$ cat config.mk
export PLATFORM = sky130hd
export DESIGN_NAME = bus_iface
export DESIGN_NICKNAME = d
export VERILOG_FILES = /design/src/bus_iface_pkg.sv /design/src/bus_iface.sv
export SDC_FILE = /design/constraint.sdc
export NUM_CORES = 1
export LEC_CHECK = 0
export BUFFER_PORTS_ARGS = -buffer_cell sky130_fd_sc_hd__buf_2
export CORE_UTILIZATION = 52
export DETAILED_ROUTE_END_ITERATION = 10
export GPL_ROUTABILITY_DRIVEN = 0
export PLACE_DENSITY = 0.79
export SLEW_MARGIN = 20
export SYNTH_ARGS = -nofsm -noshare
export SYNTH_HDL_FRONTEND = slang
export SYNTH_SLANG_ARGS = --single-unit
$ cat constraint.sdc
create_clock -name clk -period 2.6 [get_ports clk]
set_clock_uncertainty 0.15 [all_clocks]
set_input_delay 0.13 -clock clk [delete_from_list [all_inputs] [get_ports clk]]
set_output_delay 0.13 -clock clk [all_outputs]
set_load 0.005 [all_outputs]
$ cat src/bus_iface_pkg.sv
// Shared constants and carrier types for the processor bus interface
package bus_iface_pkg;

    localparam int unsigned CLK_PERIOD_NS  = 25;
    localparam int unsigned RESET_FLOAT_CLKS = 5;      // outputs reach reset state within this
    localparam int unsigned RESET_MIN_CLKS = 5;
    localparam int unsigned BOOT_DELAY_CLKS = 3;
    localparam int unsigned RETAKE_CLKS    = 2;
    localparam int unsigned TRANS_MIN_CLKS = 3;
    localparam int unsigned BUS_WIDTH      = 16;
    localparam int unsigned SEG_WIDTH      = 7;
    localparam int unsigned SEG_COUNT      = 128;
    localparam int unsigned BOOT_WORDS     = 4;        // status words read at start-up
    localparam logic [15:0] BOOT_ADDR      = 16'h0000;

    typedef enum logic [3:0] {
        TT_INTERNAL   = 4'h0,
        TT_REFRESH    = 4'h1,
        TT_IO         = 4'h2,
        TT_SPECIAL_IO = 4'h3,
        TT_SEG_TRAP   = 4'h4,
        TT_NMI_ACK    = 4'h5,
        TT_NVI_ACK    = 4'h6,
        TT_VI_ACK     = 4'h7,
        TT_DATA       = 4'h8,
        TT_STACK      = 4'h9,
        TT_DATA_EXT   = 4'ha,
        TT_STACK_EXT  = 4'hb,
        TT_INSTR      = 4'hc,
        TT_FETCH1     = 4'hd,
        TT_EXT_XFER   = 4'he,
        TT_RESERVED   = 4'hf
    } trans_type_type;

    // One request from the core
    typedef struct packed {
        trans_type_type ttype;
        logic           read;
        logic           byte_size;
        logic           normal;
        logic [6:0]     segment;
        logic [15:0]    offset;
        logic [15:0]    wdata;
        logic [3:0]     idle_clks;   // machine-cycle tail after the transaction
    } request_type;

    // Pins driven by the device
    typedef struct packed {
        logic        address_strobe_n;
        logic        data_strobe_n;
        logic        memory_request_n;
        logic        bus_grant_n;
        logic        resource_claim_out_n;
        logic [3:0]  transaction_type_lines;
        logic        read_write;
        logic        byte_word;
        logic        normal_system;
        logic [6:0]  segment_number;
        logic [15:0] mux_bus_out;
        logic        mux_bus_oe_n;
        logic        ctrl_oe_n;       // strobes, type and control lines
    } pins_out_type;

    typedef enum logic [7:0] {
        ST_RESET   = 8'h01,
        ST_IDLE    = 8'h02,
        ST_ADDR    = 8'h04,
        ST_DATA    = 8'h08,
        ST_END     = 8'h10,
        ST_TAIL    = 8'h20,
        ST_FLOAT   = 8'h40,
        ST_GRANTED = 8'h80
    } bus_state_type;

endpackage

$ cat src/bus_iface.sv
// Bus interface engine: reset, transactions, wait, stop, hold and resource lines
// Contract
// - Reset begins at end of any clock where reset input sampled low.
// - Reset overrides everything: interrupts, traps, hold and stop requests; code holds seg_trap low during reset by forcing trap_sync high.
// - Within five clocks of reset: bus floats, strobes/grant/type high, segment low.
// - Three clocks after reset release, system-mode back-to-back reads load status.
// - Type codes 0000-0111: internal, refresh, I/O, special, acknowledges.
// - Memory data 1000, stack 1001; extension-unit variants 1010 and 1011.
// - First fetch word 1101, other instruction access 1100, extension transfer 1110.
// - Read/write line high for read, low for write.
// - Byte/word line high for byte, low for word.
// - Mode line high in normal mode, low in system mode.
// - Type information presented before the data phase.
// - Sixteen lines carry address then data; strobes mark the phase.
// - Segmented address is seven segment bits plus sixteen offset bits.
// - Segment number valid before offset appears on multiplexed lines; code drives both in the same clock.
// - Wait low holds the transaction mid-way, adding clocks.
// - Stop halts after first fetch word, second word for extension instructions; code halts after any 1101 or 1100 word.
// - On hold request float lines first, then assert grant.
// - Resource claim output and status input give exclusive shared resource use.
// - Transaction lasts three or more clocks, address strobe fall to data strobe rise.
// - Machine cycle starts with a transaction and may run further clocks.
// - Hold request synchronised; low at cycle start gives grant after cycle.
// - Bus retaken two clocks after hold request rises; requester waits two clocks.
// - Stop sampled on falling edge before an initial fetch cycle.
`timescale 1ns/1ps

module bus_iface (
    input  wire logic                       clk,
    input  wire logic                       nrst,
    input  wire logic                       wait_n,
    input  wire logic                       stop_n,
    input  wire logic                       bus_hold_request_n,
    input  wire logic                       resource_status_in_n,
    input  wire logic                       translation_fault_trap_n,
    input  wire logic                       segmented,
    input  wire logic [15:0]                mux_bus_in,
    input  wire logic                       req_valid,
    input  wire bus_iface_pkg::request_type req,
    input  wire logic                       resource_claim,
    output logic                            req_ready,
    output logic                            rsp_valid,
    output logic [15:0]                     rsp_data,
    output logic                            boot_busy,
    output logic                            stopped,
    output logic                            resource_granted,
    output logic                            seg_trap,
    output bus_iface_pkg::pins_out_type     pins
);

    typedef struct packed {
        logic [1:0]                   rst_sync;
        logic [1:0]                   wait_sync;
        logic [1:0]                   hold_sync;
        logic [1:0]                   mi_sync;
        logic [1:0]                   trap_sync;
        logic [1:0]                   in_rst_cnt;
        logic [2:0]                   in_rst_age;
        logic [1:0]                   boot_cnt;
        logic [2:0]                   boot_words;
        logic                         stop_seen;
        logic                         hold_latched;
        logic [1:0]                   retake_cnt;
        logic [3:0]                   tail_cnt;
        bus_iface_pkg::bus_state_type st;
        bus_iface_pkg::request_type   cur;
        bus_iface_pkg::pins_out_type  po;
        logic                         rsp_valid;
        logic [15:0]                  rsp_data;
    } state_type;

    state_type s;
    state_type next_s;
    logic      stop_fall;

    // Stop is taken on the falling edge, then held for the core clock
    always_ff @(negedge clk) begin
        stop_fall <= stop_n;
    end

    function automatic bus_iface_pkg::pins_out_type idle_pins(input logic grant_n);
        bus_iface_pkg::pins_out_type p;
        p = '0;
        p.address_strobe_n       = 1'b1;
        p.data_strobe_n          = 1'b1;
        p.memory_request_n       = 1'b1;
        p.bus_grant_n            = grant_n;
        p.resource_claim_out_n   = 1'b1;
        p.transaction_type_lines = 4'hf;
        p.mux_bus_oe_n           = 1'b1;
        p.ctrl_oe_n              = 1'b0;
        return p;
    endfunction

    always_comb begin
        next_s = s;
        next_s.rsp_valid = 1'b0;
        next_s.rst_sync  = {s.rst_sync[0], nrst};
        next_s.wait_sync = {s.wait_sync[0], wait_n};
        next_s.hold_sync = {s.hold_sync[0], bus_hold_request_n};
        next_s.mi_sync   = {s.mi_sync[0], resource_status_in_n};
        next_s.trap_sync = {s.trap_sync[0], translation_fault_trap_n};
        if (!s.rst_sync[1]) begin
            // Reset wins over the engine state and pins; the register reset also forces seg_trap and resource_granted low
            next_s.st         = bus_iface_pkg::ST_RESET;
            next_s.po         = idle_pins(1'b1);
            next_s.boot_cnt   = '0;
            next_s.boot_words = '0;
            next_s.stop_seen  = 1'b0;
            next_s.hold_latched = 1'b0;
        end else begin
            case (s.st)
                bus_iface_pkg::ST_RESET: begin
                    // Counted from release so start-up reads begin three clocks later
                    next_s.boot_cnt = s.boot_cnt + 2'd1;
                    if (s.boot_cnt == 2'(bus_iface_pkg::BOOT_DELAY_CLKS - 1)) begin
                        next_s.st = bus_iface_pkg::ST_IDLE;
                    end
                end
                bus_iface_pkg::ST_IDLE: begin
                    next_s.po = idle_pins(1'b1);
                    // Stop may outlast the tail; without this the engine never restarts
                    if (s.stop_seen && stop_fall) begin
                        next_s.stop_seen = 1'b0;
                    end
                    if (!s.hold_sync[1]) begin
                        next_s.st = bus_iface_pkg::ST_FLOAT;
                    end else if (boot_busy || (req_valid && !s.stop_seen)) begin
                        if (boot_busy) begin
                            next_s.cur = '0;
                            next_s.cur.ttype  = bus_iface_pkg::TT_DATA;
                            next_s.cur.read   = 1'b1;
                            next_s.cur.offset = bus_iface_pkg::BOOT_ADDR
                                                + {12'h000, s.boot_words, 1'b0};
                        end else begin
                            next_s.cur = req;
                            if (req.ttype == bus_iface_pkg::TT_RESERVED) begin
                                next_s.cur.ttype = bus_iface_pkg::TT_INTERNAL;
                            end
                        end
                        next_s.hold_latched = 1'b0;
                        // Type, mode, size and segment change in the same clock as the strobe falls
                        next_s.po.transaction_type_lines = next_s.cur.ttype;
                        next_s.po.read_write    = next_s.cur.read;
                        next_s.po.byte_word     = next_s.cur.byte_size;
                        next_s.po.normal_system = boot_busy ? 1'b0 : next_s.cur.normal;
                        next_s.po.segment_number = segmented ? next_s.cur.segment : 7'h00;
                        next_s.po.memory_request_n = ~next_s.cur.ttype[3];
                        next_s.po.mux_bus_out  = next_s.cur.offset;
                        next_s.po.mux_bus_oe_n = 1'b0;
                        next_s.po.address_strobe_n = 1'b0;
                        next_s.st = bus_iface_pkg::ST_ADDR;
                    end
                end
                bus_iface_pkg::ST_ADDR: begin
                    // Hold sampled at start of machine cycle
                    next_s.hold_latched = ~s.hold_sync[1];
                    next_s.po.address_strobe_n = 1'b1;
                    next_s.po.data_strobe_n    = 1'b0;
                    next_s.po.mux_bus_out  = s.cur.wdata;
                    next_s.po.mux_bus_oe_n = s.cur.read;
                    next_s.st = bus_iface_pkg::ST_DATA;
                end
                bus_iface_pkg::ST_DATA: begin
                    if (s.wait_sync[1]) begin
                        next_s.st = bus_iface_pkg::ST_END;
                    end
                end
                bus_iface_pkg::ST_END: begin
                    // Third clock at least: data strobe rises here
                    next_s.po.data_strobe_n    = 1'b1;
                    next_s.po.memory_request_n = 1'b1;
                    next_s.po.mux_bus_oe_n     = 1'b1;
                    next_s.rsp_valid = 1'b1;
                    next_s.rsp_data  = mux_bus_in;
                    next_s.tail_cnt  = s.cur.idle_clks;
                    if (boot_busy) begin
                        next_s.boot_words = s.boot_words + 3'd1;
                    end
                    if (s.cur.ttype == bus_iface_pkg::TT_FETCH1
                        || s.cur.ttype == bus_iface_pkg::TT_INSTR) begin
                        next_s.stop_seen = ~stop_fall;
                    end
                    next_s.st = bus_iface_pkg::ST_TAIL;
                end
                bus_iface_pkg::ST_TAIL: begin
                    next_s.tail_cnt = s.tail_cnt - 4'd1;
                    if (s.stop_seen && stop_fall) begin
                        next_s.stop_seen = 1'b0;
                    end
                    if (s.tail_cnt == 4'd0) begin
                        next_s.st = s.hold_latched ? bus_iface_pkg::ST_FLOAT
                                                   : bus_iface_pkg::ST_IDLE;
                    end
                end
                bus_iface_pkg::ST_FLOAT: begin
                    // Float first, grant on the next clock
                    next_s.po = idle_pins(1'b1);
                    next_s.po.ctrl_oe_n = 1'b1;
                    next_s.st = bus_iface_pkg::ST_GRANTED;
                end
                bus_iface_pkg::ST_GRANTED: begin
                    next_s.po.bus_grant_n = 1'b0;
                    if (s.hold_sync[1]) begin
                        next_s.retake_cnt = s.retake_cnt + 2'd1;
                        if (s.retake_cnt == 2'(bus_iface_pkg::RETAKE_CLKS - 1)) begin
                            next_s.po = idle_pins(1'b1);
                            next_s.retake_cnt = '0;
                            next_s.st = bus_iface_pkg::ST_IDLE;
                        end
                    end else begin
                        next_s.retake_cnt = '0;
                    end
                end
                default: begin
                    next_s.st = bus_iface_pkg::ST_RESET;
                end
            endcase
            // Claim line stays driven in idle and while the bus is granted away
            next_s.po.resource_claim_out_n = ~resource_claim;
        end
    end

    always_ff @(posedge clk) begin
        if (!nrst && !s.rst_sync[0] && !s.rst_sync[1]) begin
            s <= '0;
            s.st <= bus_iface_pkg::ST_RESET;
            s.po <= idle_pins(1'b1);
            s.wait_sync <= 2'b11;
            s.hold_sync <= 2'b11;
            s.mi_sync   <= 2'b11;
            s.trap_sync <= 2'b11;
        end else begin
            s <= next_s;
        end
    end

    assign boot_busy = (s.st != bus_iface_pkg::ST_RESET)
                       && (s.boot_words < 3'(bus_iface_pkg::BOOT_WORDS));
    assign req_ready = (s.st == bus_iface_pkg::ST_IDLE) && s.hold_sync[1]
                       && !boot_busy && !s.stop_seen;
    assign rsp_valid = s.rsp_valid;
    assign rsp_data  = s.rsp_data;
    assign stopped   = s.stop_seen;
    assign resource_granted = resource_claim && !s.mi_sync[1];
    assign seg_trap  = !s.trap_sync[1];
    assign pins      = s.po;
endmodule

==> results of run 1 <==
[per-stage QoR]
| step | util, % | area [um^2] |
|---|---|---|
| floorplan | - | 4920 |
| global placement | 57.8 | 5310 |
| detailed placement | 57.8 | 5310 |
| CTS | 67.4 | 6190 |
| global route | 67.5 | 6210 |
| finish | 67.5 | 6210 |
[final timing paths]
kind	startpoint	to	slack, ps
hold / removal	req[48]	s[102]$_SDFFE_PP0P_	20
hold reg to reg	next_s[139]$_SDFF_PP0_	s[139]$_SDFF_PP0_	240
setup reg to reg	s[104]$_SDFFE_PP1P_	rsp_data[10]$_SDFFE_PP0P_	130
setup / recovery	s[104]$_SDFFE_PP1P_	rsp_data[10]$_SDFFE_PP0P_	130
[per-layer routing]
layer	global-route usage [%]	vias to the layer above	wire (um)
li1	-	2216	-
met1	30.1	2181	5210
met2	45.8	196	6630
met3	4.36	36	714
met4	14.7	0	379
met5	0	-	0
[critical path, delay by kind of cell (launching register included)]
| kind | cells | cell delay [ps] |
|---|---|---|
| simple gates | 4 | 1360 |
| buf+inv | 1 | 240 |
| flops | 1 | 370 |
| compound gates | 1 | 260 |
[repair_timing]
item / CTS / global route
hold buffers: 67 / 0
setup buffers: 0 / 2
setup endpoints to repair: 0 / 1
hold endpoints to repair: 67 / 0
[flip-flops by register name, indices dropped and copies added, names as in the netlist]
| signal | cells |
|---|---|
| s | 49 |
| pins | 37 |
| rsp_data | 16 |
| next_s | 5 |
| rsp_valid | 1 |
| stop_fall | 1 |
| stopped | 1 |
[final cells by class]
type | instances | area [um^2] | share of cell area [%]
clock buffer | 9 | 124 | 1.99
clock inverter | 8 | 91.3 | 1.47
inverter | 9 | 33.8 | 0.544
multi-input combinational | 363 | 2130 | 34.4
sequential | 110 | 2200 | 35.5
tap | 111 | 139 | 2.24
timing repair buffer | 217 | 1490 | 23.9
[layout by cell type (no fill, tap or decap), types with 6 or more instances in the layout]
master / count
nand2_1: 91
a22o_1: 8
buf_2: 134
o21ai_0: 25
nor3_1: 9
a211o_1: 6
a21oi_1: 64
nand3_1: 25
dfxtp_1: 110
nor2_1: 16
buf_4: 14
or3_1: 6
dlygate4sd3_1: 67
clkbuf_8: 9
o2bb2a_1: 14
nor2b_1: 10
inv_1: 7
nand2b_1: 10
[where the power goes]
group | total, mW | internal [mW] | switching, mW
logic | 0.760 | 0.347 | 0.413
clock network | 1.09 | 0.472 | 0.617
registers | 1.87 | 1.80 | 0.0689
[cell families (layout without fill, tap and decap cells)]
family / Yosys count / count (layout) / synth area share, %
fa+ha+maj: 3 / 3 / 0.763
simple gates: 201 / 201 / 21.0
mux: 3 / 3 / 0.610
buf+inv: 100 / 243 / 12.2
flops: 110 / 110 / 44.7
compound gates: 154 / 154 / 20.4
xor+xnor: 2 / 2 / 0.356
==> impl_metrics.csv, run 1 <==
group,metric,value,unit
die,die_w,99.3,um
synthesis,yosys-top-cells-area,"dfxtp_1, buf_4, nand2_1, a21oi_1, o2bb2a_1",
worst_setup_path,path_class,"reg2reg",
die,dieHeight,99.3,um
placed_design,place_inst,742,
sta,slew_headroom,54.3,%
synthesis,synth-seq-cells,110,
power_and_ir_drop,powerDensity,598,mW/mm^2
worst_setup_path,path_cells,"or4_1, nor4b_4, nand2_2, inv_2, nand2_1, a21oi_1",
route,viasPerCell,5.60,
min_path,hold_depth,4,
sta,fmax,405,MHz
placed_design,io_buffers,134,
route,vias,4629,
sta,slew_violations,0,
die,ios,135,
sta,whs,20.0,ps
placed_design,dp_hpwl,7920,um
sta,setup_viol,0,
route,ant_nets,0,
flow_run,drv_cap,0,
synthesis,seq_area_frac_synth,44.7,%
worst_setup_path,cp-end-kind,"flip-flop",
cts,numCtsBuffers,9,
placed_design,dp_slack,248,ps
worst_setup_path,ff2ff_path_depth,6,
synthesis,async_reset_ff_share,0,%
sta,hold_violations,0,
synthesis,yosysUniqueCellTypes,69,
cts,clk_pin_slew,110,ps
global_routing,grt_pass1_vias,4489,
cts,htreeDepth,3,
synthesis,synth_fp_nets,652,
route,firstDrtPassIters,5,
die,die_area,0.00986,mm^2
route,wl,12900,um
route,drc,0,
route,drtIter0Drc,275,
global_routing,grt_util_all_layers,26.1,%
worst_setup_path,cp-start-kind,"flip-flop",
worst_setup_path,slowest_stage,"or4_1",
power_and_ir_drop,total_leakage_power,2.68,nW
synthesis,synthTopCellsByCount,"dfxtp_1, nand2_1, a21oi_1",
power_and_ir_drop,total_power,3.71,mW
sta,worst_pin_slew,685,ps
power_and_ir_drop,ir_drop,332,uV
worst_setup_path,cp_max_fo,17,
synthesis,synth_edf_count,0,
die,start_util,53.5,%
worst_setup_path,cp.required,2720,ps
synthesis,synth_top_area_share,44.7,%
global_routing,grt_max_degree,42,
synthesis,synth_most_common_cell,"dfxtp_1",
route,detail_route.wl_per_cell,15.6,um
final_layout,fill_cells,699,
global_routing,grt_overflow_total,0,
sta,period_share,95.0,%
die,coreArea,0.00920,mm^2
final_layout,n_antenna_cell,0,
sta,fin_crit,2470,ps
synthesis,yosysTopAreaCell,"dfxtp_1",
synthesis,synth_area,0.00492,mm^2
global_routing,antenna_found_initial,0,
sta,setup_ws,130,ps
cts,root_buffer,"clkbuf_8",
cts,cts_resized,0,
worst_setup_path,cp_data_arrival_time,2590,ps
cts,clk_path_buf_depth,2,
run_status,status,"finished, final reports clean",
worst_setup_path,crit_path_max_incr_delay,680,ps
sta,grt_setup_unrepaired,"no",
sta,finalSetupTns,0,ps
synthesis,avgSynthCellArea,8.59,um^2
cts,cts.sinks,110,
die,rows,35,
final_layout,syn_to_final_growth,26.2,%
final_layout,nets,790,
cts,tritoncts,"built",
min_path,hp-class,"in2reg",
cts,clkLatencyLatePin,400,ps
final_layout,finalNonFillerCells,827,
final_layout,drive_gt1_share,26.1,%
synthesis,syn_inst,573,
synthesis,yosysWarnings,0,
global_routing,grt_pass1_wl,20600,um
synthesis,synth_ff_type,"dfxtp_1",
Power figures use the tool's default switching activity.
==> run 2: changes to the inputs <==
--- a/config.mk
+++ b/config.mk
@@ -6,10 +6,11 @@
 export NUM_CORES = 1
 export LEC_CHECK = 0
 export BUFFER_PORTS_ARGS = -buffer_cell sky130_fd_sc_hd__buf_2
-export CORE_UTILIZATION = 52
+export CORE_UTILIZATION = 55
 export DETAILED_ROUTE_END_ITERATION = 10
 export GPL_ROUTABILITY_DRIVEN = 0
-export PLACE_DENSITY = 0.79
+export HOLD_SLACK_MARGIN = 0.02
+export PLACE_DENSITY = 0.83
 export SLEW_MARGIN = 20
 export SYNTH_ARGS = -nofsm -noshare
 export SYNTH_HDL_FRONTEND = slang
==> constraint.sdc (replaced) <==
create_clock -name clk -period 3.1 [get_ports clk]
set_clock_uncertainty 0.15 [all_clocks]
set_input_delay 0.155 -clock clk [delete_from_list [all_inputs] [get_ports clk]]
set_output_delay 0.155 -clock clk [all_outputs]
set_load 0.005 [all_outputs]
==> impl_metrics.csv, run 2 (same netlist as run 1, synthesis figures left out) <==
group,metric,value,unit
run_status,status,"finished, final reports clean",
worst_setup_path,worstPathBufferInverterCount,1,
final_layout,largest_reg_flops,49,
final_layout,drive_gt1_share,25.0,%
sta,slew_violations,0,
final_layout,nets,782,
die,ios,135,
power_and_ir_drop,ir_drop,373,uV
worst_setup_path,r2r-start,"s[109]$_SDFFE_PP0P_",
worst_setup_path,cp_max_fo,15,
cts,clk_pin_slew,90,ps
worst_setup_path,cp-end-kind,"output pin",
sta,grt_setup_unrepaired,"no",
die,die_w,96.6,um
sta,hold_violations,0,
power_and_ir_drop,powerDensity,511,mW/mm^2
worst_setup_path,crit_path_max_incr_delay,460,ps
die,rows,34,
sta,fin_crit,2640,ps
sta,worst_pin_slew,743,ps
worst_setup_path,slowest_stage,"nor4b_1",
final_layout,mostFrequentLayoutCells,"buf_2, dfxtp_1, nand2_1, dlygate4sd3_1, a21oi_1",
global_routing,grt_overflow_total,0,
cts,cts.sinks,110,
cts,numCtsBuffers,9,
power_and_ir_drop,total_power,3.12,mW
global_routing,grt_pass1_wl,21800,um
global_routing,grt_util_all_layers,28.4,%
global_routing,grt_pass1_vias,4569,
final_layout,fill_cells,657,
sta,slew_headroom,50.4,%
sta,fmax,378,MHz
min_path,worstHoldStart,"req[47]",
route,wl,13200,um
cts,cts_setup_buffers,0,
worst_setup_path,cp-start-kind,"flip-flop",
worst_setup_path,crit_family,"simple AND/OR/NAND/NOR gates",
worst_setup_path,path_class,"reg2out",
route,detail_route.wl_per_cell,16.1,um
cts,clkLatencyLatePin,400,ps
cts,htreeDepth,3,
worst_setup_path,cp_common_cell,"nor4b_1",
worst_setup_path,cp.required,2790,ps
worst_setup_path,path_cells,"nor4b_1, nand2_1, nor4b_1, buf_2",
sta,finalSetupTns,0,ps
final_layout,ff_latch_area,0.00220,mm^2
final_layout,syn_to_final_growth,24.2,%
final_layout,final_common_cell,"buf_2",
placed_design,io_buffers,134,
worst_setup_path,startpoint,"s[105]$_SDFFE_PP0P_",
flow_run,drv_cap,0,
route,ant_nets,0,
route,drtIter0Drc,245,
final_layout,multi_input_area,0.00213,mm^2
sta,period_share,85.3,%
cts,cts_resized,0,
cts,ctsHoldBuffers,66,
placed_design,dp_hpwl,7840,um
die,die_area,0.00933,mm^2
route,viasPerCell,5.69,
route,firstDrtPassIters,5,
global_routing,antenna_found_initial,1,
cts,tritoncts,"built",
die,coreArea,0.00868,mm^2
die,start_util,56.7,%
sta,setup_viol,0,
global_routing,grt_max_degree,42,
power_and_ir_drop,total_leakage_power,2.63,nW
worst_setup_path,cp_data_arrival_time,2340,ps
min_path,hp-class,"in2reg",
final_layout,largest-register,"s",
cts,root_buffer,"clkbuf_8",
cts,clk_path_buf_depth,2,
die,dieHeight,96.6,um
route,drc,0,
route,vias,4642,
-- run 2: routing by layer --
metal	GRT usage [%]	part of all wire [%]	vias to the layer above
met3	6.21	6.3	42
met1	33.7	40	2176
li1	-	-	2202
met5	0	0	-
met4	11.0	3.2	0
met2	49.9	50	222
-- run 2: where the power goes --
part	switching, mW	internal, mW
clock network	0.472	0.453
logic	0.349	0.280
registers	0.0615	1.51
-- run 2: worst min-delay path, stage by stage --
cell and delay, ps:
buf_2 120, nand2_1 80, or3_1 100, a21oi_1 50
-- run 2: final cells by class --
cell class,count,area share [%]
clock inverters,5,1.25
well taps,108,2.21
multi-input cells,363,34.9
inverters,9,0.553
flip-flops and latches,110,36.0
clock buffers,11,2.15
repair buffers,209,22.9
diodes,1,0.0409
-- run 2: worst paths after layout --
check,end,slack [ps],cells past startpoint
max,req_ready,460,4
min,s[101]$_SDFFE_PP0P_,30,4
max reg2reg,pins[19]$_SDFFE_PP0P_,460,6
min reg2reg,s[139]$_SDFF_PP0_,250,0
-- run 2: stage by stage --
step           hold WS, ps  setup slack, ps  instances  utilization (%)  area [um^2]
6_report              30.3              456        816             70.4         6110
3_3_place_gp           156              603        734             60.5         5250
5_1_grt               55.7              294        816             70.4         6110
4_1_cts               24.0              469        815             70.4         6110
3_5_place_dp           166              522        734             60.5         5250
2_1_floorplan         66.9              831        573                -         4920
